--- src/hw/lfa_pkg.sv ---
// Package of constants for the link frame assembler.
package lfa_pkg;
  // ******************************************************************
  // Frame layout
  // ******************************************************************
  localparam logic [7:0] LFA_FLAG = 8'h7e;
  localparam int LFA_FCS_BITS = 32;
  localparam logic [2:0] LFA_LAST_BIT = 3'h7;
  localparam logic [7:0] LFA_TH_LEN_MAX = 8'hff;
  localparam logic [1:0] LFA_FCS_LAST = 2'h3;
  localparam logic [15:0] LFA_OCT_RST = 16'h0000;

  typedef enum logic [2:0] {
    LFA_IDLE,
    LFA_TH,
    LFA_HDR,
    LFA_INFO,
    LFA_FCS,
    LFA_CFLAG
  } lfa_phase_t;

  // Packs an 8-bit field value v into an octet unchanged, LSB in bit zero.
  function automatic logic [7:0] lfa_pack_lsb(input logic [7:0] v);
    lfa_pack_lsb = v;
  endfunction

  // Bit-reverses an octet so that the check value leaves MSB first.
  function automatic logic [7:0] lfa_rev8(input logic [7:0] v);
    logic [7:0] r;
    r = 8'h00;
    for (int i = 0; i < 8; i++) begin
      r[i] = v[7 - i];
    end
    lfa_rev8 = r;
  endfunction
endpackage

--- src/hw/lfa_top.sv ---
// Top of the link frame assembler: frame sequencing and octet packing.
`timescale 1ns/1ps
// Contract
// - Frame goes transmission header, link header, information field, trailer.
// - Information octets are carried unchanged between header and trailer.
// - Every octet leaves least significant bit first.
// - Ordinary fields pack their LSB into the lowest free octet bit.
// - Check sequence packs its MSB into the lowest free octet bit.
// - Field bits overflowing an octet continue from the next octet's bit zero.
// - Fields pack strictly in their defined order, octet after octet.
// - Transmitted octets are numbered consecutively from zero.
// - Header is flag, C/R plus source, extension plus destination, control.
// - Trailer is 32-bit check sequence then closing flag of 126.
// - Opening and closing flags both use pattern 01111110.
module lfa_top (
  input wire logic clk_in,
  input wire logic arst_n_in,
  input wire logic start_in,
  input wire logic bit_en_in,
  input wire logic [7:0] th_len_in,
  input wire logic [7:0] th_data_in,
  input wire logic cmd_resp_in,
  input wire logic [6:0] src_addr_in,
  input wire logic ext_in,
  input wire logic [6:0] dst_addr_in,
  input wire logic [7:0] ctrl_in,
  input wire logic [lfa_pkg::LFA_FCS_BITS-1:0] fcs_in,
  input wire logic info_valid_in,
  input wire logic [7:0] info_data_in,
  input wire logic info_last_in,
  output logic info_ready_out,
  output logic th_ready_out,
  output logic busy_out,
  output logic done_out,
  output logic [15:0] octet_num_out,
  output logic tx_bit_out,
  output logic tx_valid_out
);
  import lfa_pkg::*;

  // ******************************************************************
  // State
  // ******************************************************************
  typedef struct packed {
    lfa_phase_t phase;
    logic [7:0] cnt;
    logic [7:0] th_len;
    logic cr;
    logic [6:0] src;
    logic ext;
    logic [6:0] dst;
    logic [7:0] ctl;
    logic [31:0] fcs;
    logic info_end;
    logic load;
    logic [7:0] oct;
    logic [15:0] num;
    logic info_rdy;
    logic th_rdy;
    logic done;
    logic txv;
    logic txb;
  } lfa_state_t;

  lfa_state_t st_q;
  lfa_state_t st_d;
  logic ser_busy;
  logic ser_last;
  logic ser_bit;
  logic need;

  // An octet slot opens when no load is pending and the serialiser is idle or its last bit is leaving.
  assign need = !st_q.load && (!ser_busy || ser_last);

  lfa_serializer u_ser (
    .clk_in(clk_in),
    .arst_n_in(arst_n_in),
    .load_in(st_q.load),
    .octet_in(st_q.oct),
    .bit_en_in(bit_en_in),
    .busy_out(ser_busy),
    .last_out(ser_last),
    .bit_out(ser_bit)
  );

  // ******************************************************************
  // Sequencer
  // ******************************************************************
  always_comb begin
    st_d = st_q;
    st_d.load = 1'b0;
    st_d.info_rdy = 1'b0;
    st_d.th_rdy = 1'b0;
    st_d.done = 1'b0;
    st_d.txv = ser_busy && bit_en_in;
    st_d.txb = ser_bit;
    if (st_q.load) begin
      st_d.num = st_q.num + 16'h0001;
    end
    unique case (st_q.phase)
      LFA_IDLE: begin
        if (start_in) begin
          st_d.th_len = th_len_in;
          st_d.cr = cmd_resp_in;
          st_d.src = src_addr_in;
          st_d.ext = ext_in;
          st_d.dst = dst_addr_in;
          st_d.ctl = ctrl_in;
          st_d.fcs = fcs_in;
          st_d.cnt = 8'h00;
          st_d.num = LFA_OCT_RST;
          st_d.phase = (th_len_in == 8'h00) ? LFA_HDR : LFA_TH;
        end
      end
      LFA_TH: begin
        // Transmission header octets are supplied raw; content is not built here.
        if (need) begin
          st_d.oct = th_data_in;
          st_d.load = 1'b1;
          st_d.th_rdy = 1'b1;
          st_d.cnt = st_q.cnt + 8'h01;
          if (st_q.cnt + 8'h01 == st_q.th_len) begin
            st_d.cnt = 8'h00;
            st_d.phase = LFA_HDR;
          end
        end
      end
      LFA_HDR: begin
        if (need) begin
          st_d.load = 1'b1;
          st_d.cnt = st_q.cnt + 8'h01;
          unique case (st_q.cnt[1:0])
            2'h0: st_d.oct = LFA_FLAG;
            2'h1: st_d.oct = {st_q.src, st_q.cr};
            2'h2: st_d.oct = {st_q.dst, st_q.ext};
            2'h3: st_d.oct = lfa_pack_lsb(st_q.ctl);
          endcase
          if (st_q.cnt[1:0] == 2'h3) begin
            st_d.cnt = 8'h00;
            st_d.info_end = 1'b0;
            st_d.phase = LFA_INFO;
          end
        end
      end
      LFA_INFO: begin
        // Octet acceptance waits for a free slot, so the source may stall freely.
        if (need && info_valid_in && !st_q.info_rdy) begin
          st_d.oct = info_data_in;
          st_d.load = 1'b1;
          st_d.info_rdy = 1'b1;
          if (info_last_in) begin
            st_d.phase = LFA_FCS;
          end
        end
      end
      LFA_FCS: begin
        if (need) begin
          st_d.load = 1'b1;
          st_d.oct = lfa_rev8(st_q.fcs[31:24]);
          st_d.fcs = {st_q.fcs[23:0], 8'h00};
          st_d.cnt = st_q.cnt + 8'h01;
          if (st_q.cnt[1:0] == LFA_FCS_LAST) begin
            st_d.cnt = 8'h00;
            st_d.phase = LFA_CFLAG;
          end
        end
      end
      LFA_CFLAG: begin
        if (need && !st_q.info_end) begin
          st_d.oct = LFA_FLAG;
          st_d.load = 1'b1;
          st_d.info_end = 1'b1;
        end else if (st_q.info_end && !ser_busy && !st_q.load) begin
          st_d.done = 1'b1;
          st_d.phase = LFA_IDLE;
        end
      end
      default: st_d.phase = LFA_IDLE;
    endcase
  end

  always_ff @(posedge clk_in or negedge arst_n_in) begin
    if (!arst_n_in) begin
      st_q <= '0;
    end else begin
      st_q <= st_d;
    end
  end

  assign info_ready_out = st_q.info_rdy;
  assign th_ready_out = st_q.th_rdy;
  assign busy_out = (st_q.phase != LFA_IDLE);
  assign done_out = st_q.done;
  assign octet_num_out = st_q.num;
  assign tx_bit_out = st_q.txb;
  assign tx_valid_out = st_q.txv;
endmodule

--- src/hw/lfa_serializer.sv ---
// Octet serialiser that shifts each octet out least significant bit first.
`timescale 1ns/1ps
module lfa_serializer (
  input wire logic clk_in,
  input wire logic arst_n_in,
  input wire logic load_in,
  input wire logic [7:0] octet_in,
  input wire logic bit_en_in,
  output logic busy_out,
  output logic last_out,
  output logic bit_out
);
  import lfa_pkg::*;

  typedef struct packed {
    logic [7:0] sh;
    logic [2:0] cnt;
    logic busy;
  } lfa_ser_t;

  lfa_ser_t s_q;
  lfa_ser_t s_d;

  always_comb begin
    s_d = s_q;
    if (load_in) begin
      s_d.sh = octet_in;
      s_d.cnt = 3'h0;
      s_d.busy = 1'b1;
    end else if (s_q.busy && bit_en_in) begin
      s_d.sh = {1'b0, s_q.sh[7:1]};
      s_d.cnt = s_q.cnt + 3'h1;
      if (s_q.cnt == LFA_LAST_BIT) begin
        s_d.busy = 1'b0;
      end
    end
  end

  always_ff @(posedge clk_in or negedge arst_n_in) begin
    if (!arst_n_in) begin
      s_q <= '0;
    end else begin
      s_q <= s_d;
    end
  end

  assign busy_out = s_q.busy;
  assign bit_out = s_q.sh[0];
  assign last_out = s_q.busy && bit_en_in && (s_q.cnt == LFA_LAST_BIT);
endmodule

--- config.mk ---
export PLATFORM = sky130hd
export DESIGN_NAME = lfa_top
export DESIGN_NICKNAME = d
export VERILOG_FILES = /design/src/hw/lfa_pkg.sv /design/src/hw/lfa_top.sv /design/src/hw/lfa_serializer.sv
export SDC_FILE = /design/constraint.sdc
export NUM_CORES = 1
export LEC_CHECK = 0
export ABC_AREA = 0
export ABC_CLOCK_PERIOD_IN_PS = 7500
export BUFFER_PORTS_ARGS = -buffer_cell sky130_fd_sc_hd__clkbuf_2
export CAP_MARGIN = 25
export CORE_ASPECT_RATIO = 0.6
export CORE_MARGIN = 5
export CORE_UTILIZATION = 60
export DETAILED_ROUTE_END_ITERATION = 8
export PLACE_DENSITY = 0.95
export SYNTH_ARGS = -nofsm -noshare
export SYNTH_HDL_FRONTEND = slang
export SYNTH_SLANG_ARGS = --single-unit
--- constraint.sdc ---
create_clock -name clk_in -period 7.5 [get_ports clk_in]
set_input_delay 0.75 -clock clk_in [delete_from_list [all_inputs] [get_ports clk_in]]
set_output_delay 0.75 -clock clk_in [all_outputs]
set_load 0.005 [all_outputs]
Word level (Yosys, flattened, before mapping) --
Cells that the tools add are included.
Cells by class: eq/ne operators 22, reduce and logical (&&, ||, !) cells 30, add/subtract/negate cells 3, mux-type cells 38
Operators by type and width (number):
- $mux 75 | 1
- $mux 11 | 6
- $pmux 32 s2 | 1
- $pmux 8 s4 | 2
- $mux 16 | 3
- $pmux 9 s5 | 1
- $mux 32 | 1
- $mux 9 | 3
- $mux 12 | 2
- $ne 2x2->1 const B | 12
- $mux 10 | 2
- $pmux 3 s6 | 1
- $add 16x1->16 const B | 1
- $mux 3 | 4
- $reduce_and 11->1 | 1
- $eq 3x3->1 const B | 3
- $mux 1 | 9
- $add 8x1->8 const B | 1
- $eq 8x8->1 | 1
- $logic_and 1x1->1 | 8
- $logic_not 8->1 | 1
- $reduce_bool 2->1 | 4
- $eq 3x2->1 const B | 2
- $reduce_and 6->1 | 1
- other kinds (17) | 22
Word-level totals: bits of input ports 86, logic and storage cells 114, bits in registers 118

Longest topological paths before layout --
Gate-level depths: netlist (run 1).
depth after elaboration 8, gate-level depth with buffers 11

Cells and area by module --
Synthesis (run 1) repeated with hierarchy kept, for this count alone.
Unflattened totals: cells, all modules 619, area total of the unflattened synthesis 6155.9 um^2
By module, submodules not included:
- lfa_top | cells an instance 555, area an instance 5495.3 um^2, times used 1
- lfa_serializer | cells an instance 64, area an instance 660.6 um^2, times used 1

Worst setup path after synthesis (run 1) --
Ideal clock, no wire load.
path kind reg2reg, from register st_q[95] in the netlist's numbering, to register st_q[101] in the netlist's numbering, path slack 5.111 ns, path buffers 2, arrival time 2.258 ns, stages on the path, launching flop included 12, cells stage by stage dfrtp_1 ha_1 clkbuf_1 inv_1 ha_1 xor2_1 nand3_1 nor3_1 o211ai_2 buf_6 a31oi_1 a31oi_1
Between the ends: longest elaborated chain between the ends 5, elaborated cells between the ends (all ways) 10, classes of those cells add/sub (1); eq/ne (2); mux (7)
Ends and longest elaborated chain:
- start: declaration | RTL line lfa_top.sv:65 | lfa_state_t st_q;
- start signal: assignment | RTL line lfa_top.sv:186 | st_q <= st_d;
- $add 8x1->8
- $eq 8x8->1 | RTL line lfa_top.sv:122 | if (st_q.cnt + 8'h01 == st_q.th_len) begin
- $mux 11 | RTL line lfa_top.sv:122
- $mux 11 | RTL line lfa_top.sv:117 | if (need) begin
- $pmux 8 s4 (*) | RTL line lfa_top.sv:100 | unique case (st_q.phase)
Every way passes the cells marked *; elsewhere a longest branch is shown, timed or not. The select of a mux whose other input is x is not followed. A chain may end at the register's enable or synchronous reset.

Worst setup path after layout (run 1) --
from register st_q[95] in the netlist's numbering, to register st_q[95] in the netlist's numbering
The elaborated chain is that of the path after synthesis.

==> results of run 1 <==
-- cells by family (layout without fill, tap and decap cells) --
| kind of cell | after synthesis | in the layout | share of synthesized area |
|---|---|---|---|
| AO/OA/AOI/OAI | 158 | 158 | 0.170 |
| XOR/XNOR | 23 | 23 | 0.0343 |
| adder cells (fa/ha/maj) | 8 | 8 | 0.0170 |
| buffers and inverters | 67 | 161 | 0.0596 |
| flip-flops | 118 | 118 | 0.502 |
| multiplexers | 42 | 42 | 0.0785 |
| AND/OR/NAND/NOR | 180 | 180 | 0.139 |
-- area by class of cell --
class                   count  share of cell area
flip-flops and latches    118               0.420
multi-input cells         411               0.369
repair buffers            113              0.0915
clock buffers              22              0.0703
well taps                 135              0.0240
clock inverters            10              0.0171
inverters                  16             0.00854
-- per-layer routing --
metal	GRT usage	vias up
met3	0.108	28
met2	0.399	269
li1	-	2261
met4	0.0879	0
met5	0	-
met1	0.366	2468
-- report_power, final --
part	internal (uW)	switching (uW)	total (uW)
clock	534	298	832
combinational	412	536	948
sequential	891	193	1080
-- cell usage in the layout, fill, tap and decap left out, types with 5 or more instances in the layout --
cell and instances:
nand3_1 17, nor3_1 5, mux2_2 33, clkbuf_2 106, mux2i_1 9, dfrtp_1 118
or3_1 7, ha_1 8, xor2_1 16, a21oi_1 62, xnor2_1 7, nand2_1 59
clkbuf_8 5, clkbuf_16 17, inv_1 16, a22oi_1 36, o21ai_0 26, nor2_1 65
-- worst min path at each step --
stage                 end  depth (start not counted)
2_1_floorplan  tx_bit_out                          0
3_3_place_gp   tx_bit_out                          0
3_5_place_dp   tx_bit_out                          0
4_1_cts        tx_bit_out                          0
5_1_grt        tx_bit_out                          0
6_report         st_q[79]                          1
-- stage by stage --
stage	total power, uW	instance area (um^2)	instances	setup slack, ns
5_1_grt	3030	7030	825	4.31
2_1_floorplan	1720	5880	596	5.11
3_3_place_gp	1900	6330	789	4.67
4_1_cts	2820	6970	822	4.58
6_report	2860	7030	825	4.49
3_5_place_dp	1980	6350	790	4.65
-- sequential cells by signal (all words and copies together) (netlist names) --
register / cells
done_out: 1
info_ready_out: 1
octet_num_out: 16
st_q: 85
th_ready_out: 1
tx_bit_out: 1
tx_valid_out: 1
u_ser.bit_out: 1
u_ser.busy_out: 1
u_ser.s_q: 10
-- cell usage after synthesis, drive strengths merged, types with 7 or more instances --
library cell / number / area share
a21oi: 63 / 0.054
a22oi: 36 / 0.046
buf: 34 / 0.037
clkbuf: 17 / 0.013
dfrtp: 118 / 0.50
ha: 8 / 0.017
inv: 16 / 0.010
mux2: 33 / 0.063
mux2i: 9 / 0.015
nand2: 59 / 0.038
nand3: 19 / 0.019
nor2: 67 / 0.043
o21ai: 27 / 0.023
or3: 7 / 0.0074
xnor2: 7 / 0.010
xor2: 16 / 0.024
-- critical path: cells and delay by family, from the launching register on --
family	cells	cell delay (ns)
simple gates	2	0.36
xor+xnor	1	0.16
fa+ha+maj	2	0.86
buf+inv	1	0.17
compound gates	3	0.84
flops	1	0.49
==> metrics.md, run 1 <==
| Metric | Value |
|---|---|
| Port bufs | 107 |
| Slew @ Worst Pin | 0.755 ns |
| Post-route antenna net violation count | 0 |
| CTS Buf Count | 17 |
| Highest metal used | met4 |
| Cells after synthesis | 596 |
| # IOs | 108 |
| Die height | 86.7 um |
| Hold buffer count at CTS | 0 |
| Hold Fails Final Rpt | 0 |
| #FFs+latches synth | 118 |
| F_max | 0.332 GHz |
| Register area share after synthesis | 0.502 |
| Fin crit share | 0.402 |
| Slowest CP cell | ha_1 |
| Post-CTS Setup Bufs | 0 |
| Initial antenna violation count | 0 |
| Via Count | 5026 |
| Post-synth EDFFs | 0 |
| FF+latch area | 2950 um^2 |
| Detailed Route Iter0 Violations | 491 |
| Number of max-cap violations | 0 |
| Most used cell, CP | ha_1 |
| Avg Vias per Cell | 6.09 |
| Drt pass-1 iters | 7 |
| Initial Utilization | 0.606 |
| Worst Hold Class | in2async |
| Static leakage | 0.00322 uW |
| Slew Viols, Final | 0 |
| FP Rows | 28 |
| Post-layout util | 0.725 |
| Net Count, Synth | 690 |
| Final min period | 3.01 ns |
| Setup violations, final | 0 |
| Setup crit end | st_q[95] |
| Worst path arrival time | 3.30 ns |
| Area growth, synth to finish | 19.6% |
| Outcome | finished, final reports clean |
| WL met1 | 6390 um |
| Chip width | 138 um |
| Unrepaired setup endpoints after global routing | no |
| Grt total ovfl | 0 |
| Final net count | 771 |
| Crit path cell chain | ha_1 -> inv_1 -> ha_1 -> xor2_1 -> nand3_1 -> nor3_1 -> o211ai_2 -> a21oi_2 -> a21oi_1 |
| CP required | 7.78 ns |
| Power density cells | 407 nW/um^2 |
| Main synth FF type | dfrtp_1 |
| Post-cts resize count | 0 |
| GPL Wtd Cong | 0.908 |
| Multi-input logic area | 2590 um^2 |
| Worst Setup Path Type | reg2reg |
| TritonCTS clock tree | done |
| WHS | 0.386 ns |
| Synth warn | 0 |
| Synth cell types | 53 |
| Share of post-route cells with drive strength above 1 | 0.274 |
| Number of global-route vias before repair | 5028 |
| Inserted Diodes | 0 |
| Rel. slew slack | 0.497 |
| Global-route wire length before repair | 25100 um |
| Clk root buf | clkbuf_16 |
| Met3 wire len | 1600 um |
| Reg-to-Reg Start | st_q[95] |
| Detailed placement HPWL | 10500 um |
| DRC Markers | 0 |
| Avg Cell Area, Syn | 9.87 um^2 |
| Fillers | 683 |
| Mapped Area | 5880 um^2 |
| Critical path launch point type | register |
| Worst skew pair latency | 0.41 ns |
| Flop-to-flop setup slack | 4.49 ns |
| Tot GR Track Use | 0.270 |
| Clock Path Buffers | 2 |
| Pin count of the biggest net entering global routing | 61 |
| Critical Path Sink Type | register |
| CP startpoint | st_q[95] |
| Final setup TNS | 0 ns |
| Worst r2r dst | st_q[95] |
| Clock skew | 0.00874 ns |
| Met2 WL post-DR | 7060 um |
| Die area | 11900 um^2 |
| Core ar. | 9700 um^2 |
| Synth async-reset ratio | 1.00 |
| Routed wire length | 15300 um |
| Clk slew on worst S/H paths | 0.06 ns |
| CP peak stage delay | 0.51 ns |
| VDD IR max | 229 uV |
| WL/cell | 18.6 um |
| Crit-path max FO | 12 |
| Clock Sinks | 118 |
| H-Tree Depth | 4 |
| Worst Reg2Reg Path Length in Cells | 9 |
No activity file was read; power rests on OpenSTA's default activity.
==> inputs of run 2 (changes only) <==
--- a/config.mk
+++ b/config.mk
@@ -6,14 +6,14 @@
 export NUM_CORES = 1
 export LEC_CHECK = 0
 export ABC_AREA = 0
-export ABC_CLOCK_PERIOD_IN_PS = 7500
+export ABC_CLOCK_PERIOD_IN_PS = 2800
 export BUFFER_PORTS_ARGS = -buffer_cell sky130_fd_sc_hd__clkbuf_2
 export CAP_MARGIN = 25
 export CORE_ASPECT_RATIO = 0.6
 export CORE_MARGIN = 5
-export CORE_UTILIZATION = 60
+export CORE_UTILIZATION = 56
 export DETAILED_ROUTE_END_ITERATION = 8
-export PLACE_DENSITY = 0.95
+export PLACE_DENSITY = 0.92
 export SYNTH_ARGS = -nofsm -noshare
 export SYNTH_HDL_FRONTEND = slang
 export SYNTH_SLANG_ARGS = --single-unit
==> constraint.sdc (replaced) <==
create_clock -name clk_in -period 2.8 [get_ports clk_in]
set_input_delay 0.28 -clock clk_in [delete_from_list [all_inputs] [get_ports clk_in]]
set_output_delay 0.28 -clock clk_in [all_outputs]
set_load 0.005 [all_outputs]
==> run 2 against run 1 <==
Compared with the run above: final area grew 1.2%; sequential share of layout area shrank 0.49 points; final cell count grew 1.3%; combinational power grew to 2.8 times the previous value; critical endpoint is now st_q[21]; die area grew 6.5%; clock power grew to 2.8 times the previous value; fmax grew 17%; clock skew shrank 0.00052 ns; register-to-register slack lost 4.3 ns; critical path depth shrank 1; sequential power grew to 2.7 times the previous value; critical path type unchanged; non-clock buffer count grew 8.
==> metrics.md, run 2 (synthesis results as in run 1) <==
| Metric | Value |
|---|---|
| H-Tree Depth | 4 |
| Final min period | 2.58 ns |
| Area growth, synth to finish | 21.0% |
| Die height | 89.4 um |
| Routed wire length | 16100 um |
| Worst Hold Class | in2reg |
| DP Area | 6440 um^2 |
| Biggest register | st_q |
| FF+latch area | 2950 um^2 |
| Critical path launch point type | register |
| Power density cells | 1100 nW/um^2 |
| Tot GR Track Use | 0.259 |
| Outcome | finished, final reports clean |
| Via Count | 5099 |
| Final Total Pwr | 7840 uW |
| GPL Wtd Cong | 0.962 |
| Fillers | 772 |
| Static leakage | 0.00326 uW |
| Critical Path Sink Type | register |
| Detailed placement HPWL | 11400 um |
| HP Start | fcs_in[5] |
| VDD IR max | 644 uV |
| Post-route antenna net violation count | 0 |
| Final setup TNS | 0 ns |
| DRC Markers | 0 |
| F_max | 0.387 GHz |
| Initial Utilization | 0.565 |
| Commonest non-fill, non-tap cell in the layout | dfrtp_1 |
| CTS Buf Count | 17 |
| Clk root buf | clkbuf_16 |
| Final net count | 779 |
| CP startpoint | u_ser.s_q[1] |
| Multi-input logic area | 2590 um^2 |
| Avg Vias per Cell | 6.10 |
| Detailed Route Iter0 Violations | 625 |
| Drt pass-1 iters | 6 |
| Reg-to-Reg Start | u_ser.s_q[1] |
| Fin crit share | 0.923 |
| Setup violations, final | 0 |
| CP required | 3.05 ns |
| Share of post-route cells with drive strength above 1 | 0.280 |
| Grt total ovfl | 0 |
| Clock Path Buffers | 2 |
| Global-route wire length before repair | 25300 um |
| Chip width | 142 um |
| Unrepaired setup endpoints after global routing | no |
| Most frequent cells in the layout | dfrtp_1 (118), clkbuf_2 (106), nor2_1 (64), a21oi_1 (62), nand2_1 (59) |
| # IOs | 108 |
| Worst path arrival time | 2.83 ns |
| Clock Sinks | 118 |
| TritonCTS clock tree | done |
| Worst Setup Path Type | reg2reg |
| Rel. slew slack | 0.487 |
| Hold Fails Final Rpt | 0 |
| Crit-path max FO | 12 |
| Die area | 12700 um^2 |
| Clock skew | 0.00822 ns |
| Slew Viols, Final | 0 |
| Slew @ Worst Pin | 0.769 ns |
| Core ar. | 10400 um^2 |
| WL/cell | 19.3 um |
| Inserted Diodes | 0 |
| Max reg flops | 85 |
| Pin count of the biggest net entering global routing | 44 |
| Port bufs | 107 |
| Clk slew on worst S/H paths | 0.06 ns |
| Worst skew pair latency | 0.41 ns |
| Post-CTS Setup Bufs | 0 |
| FP Rows | 29 |
| Number of max-cap violations | 0 |
| Initial antenna violation count | 0 |
| Cell area after layout | 7110 um^2 |
| Number of global-route vias before repair | 5045 |
| WHS | 0.0933 ns |
-- run 2: report_power, final --
group / leakage, uW / internal [uW] / switching [uW]
combinational: 0.00149 / 1110 / 1510
sequential: 0.00147 / 2390 / 495
clock: 0.000295 / 1530 / 807
-- run 2: path summary, 6_finish.rpt --
kind                       cells past startpoint  slack [ns]                to
min in group asynchronous                      2        0.40          st_q[75]
min reg2reg                                    0        0.39        tx_bit_out
max reg2reg                                    8        0.22          st_q[21]
max in group asynchronous                      3        1.72  octet_num_out[2]
max                                            8        0.22          st_q[21]
min                                            3        0.09          st_q[36]
-- run 2: per-layer routing --
layer / vias to the layer above / share of wire / GRT usage
met5: - / 0 / 0
met1: 2483 / 0.43 / 0.343
met4: 0 / 0.025 / 0.0871
li1: 2278 / - / -
met2: 288 / 0.45 / 0.400
met3: 50 / 0.096 / 0.0941
-- run 2: critical path, cell delays in order, from the launching register on --
cell,delay [ns]
dfrtp_1,0.39
ha_1,0.21
ha_1,0.17
a21boi_0,0.30
nor2_2,0.15
inv_1,0.38
nor2_1,0.20
a222oi_1,0.39
o221ai_1,0.23
-- run 2: area by class of cell --
cell class,count,area share
flip-flops and latches,118,0.415
inverters,16,0.00844
clock inverters,11,0.0243
repair buffers,121,0.0988
clock buffers,20,0.0642
multi-input cells,411,0.365
well taps,139,0.0244
-- run 2: what timing repair did --
item	in CTS	in global routing
endpoints found under the hold margin	39	0
resized for setup	0	1
setup endpoints to repair	0	7
hold buffers	1	0
-- run 2: stage by stage --
| stage | cells | worst slack [ns] | utilization |
|---|---|---|---|
| final | 836 | 0.217 | 0.683 |
| after global routing | 836 | 0.0270 | 0.683 |
| after CTS | 835 | 0.211 | 0.680 |
| after detailed placement | 803 | 0.242 | 0.619 |
| after global placement | 803 | 0.404 | 0.619 |
| after floorplan | 596 | 0.411 | - |
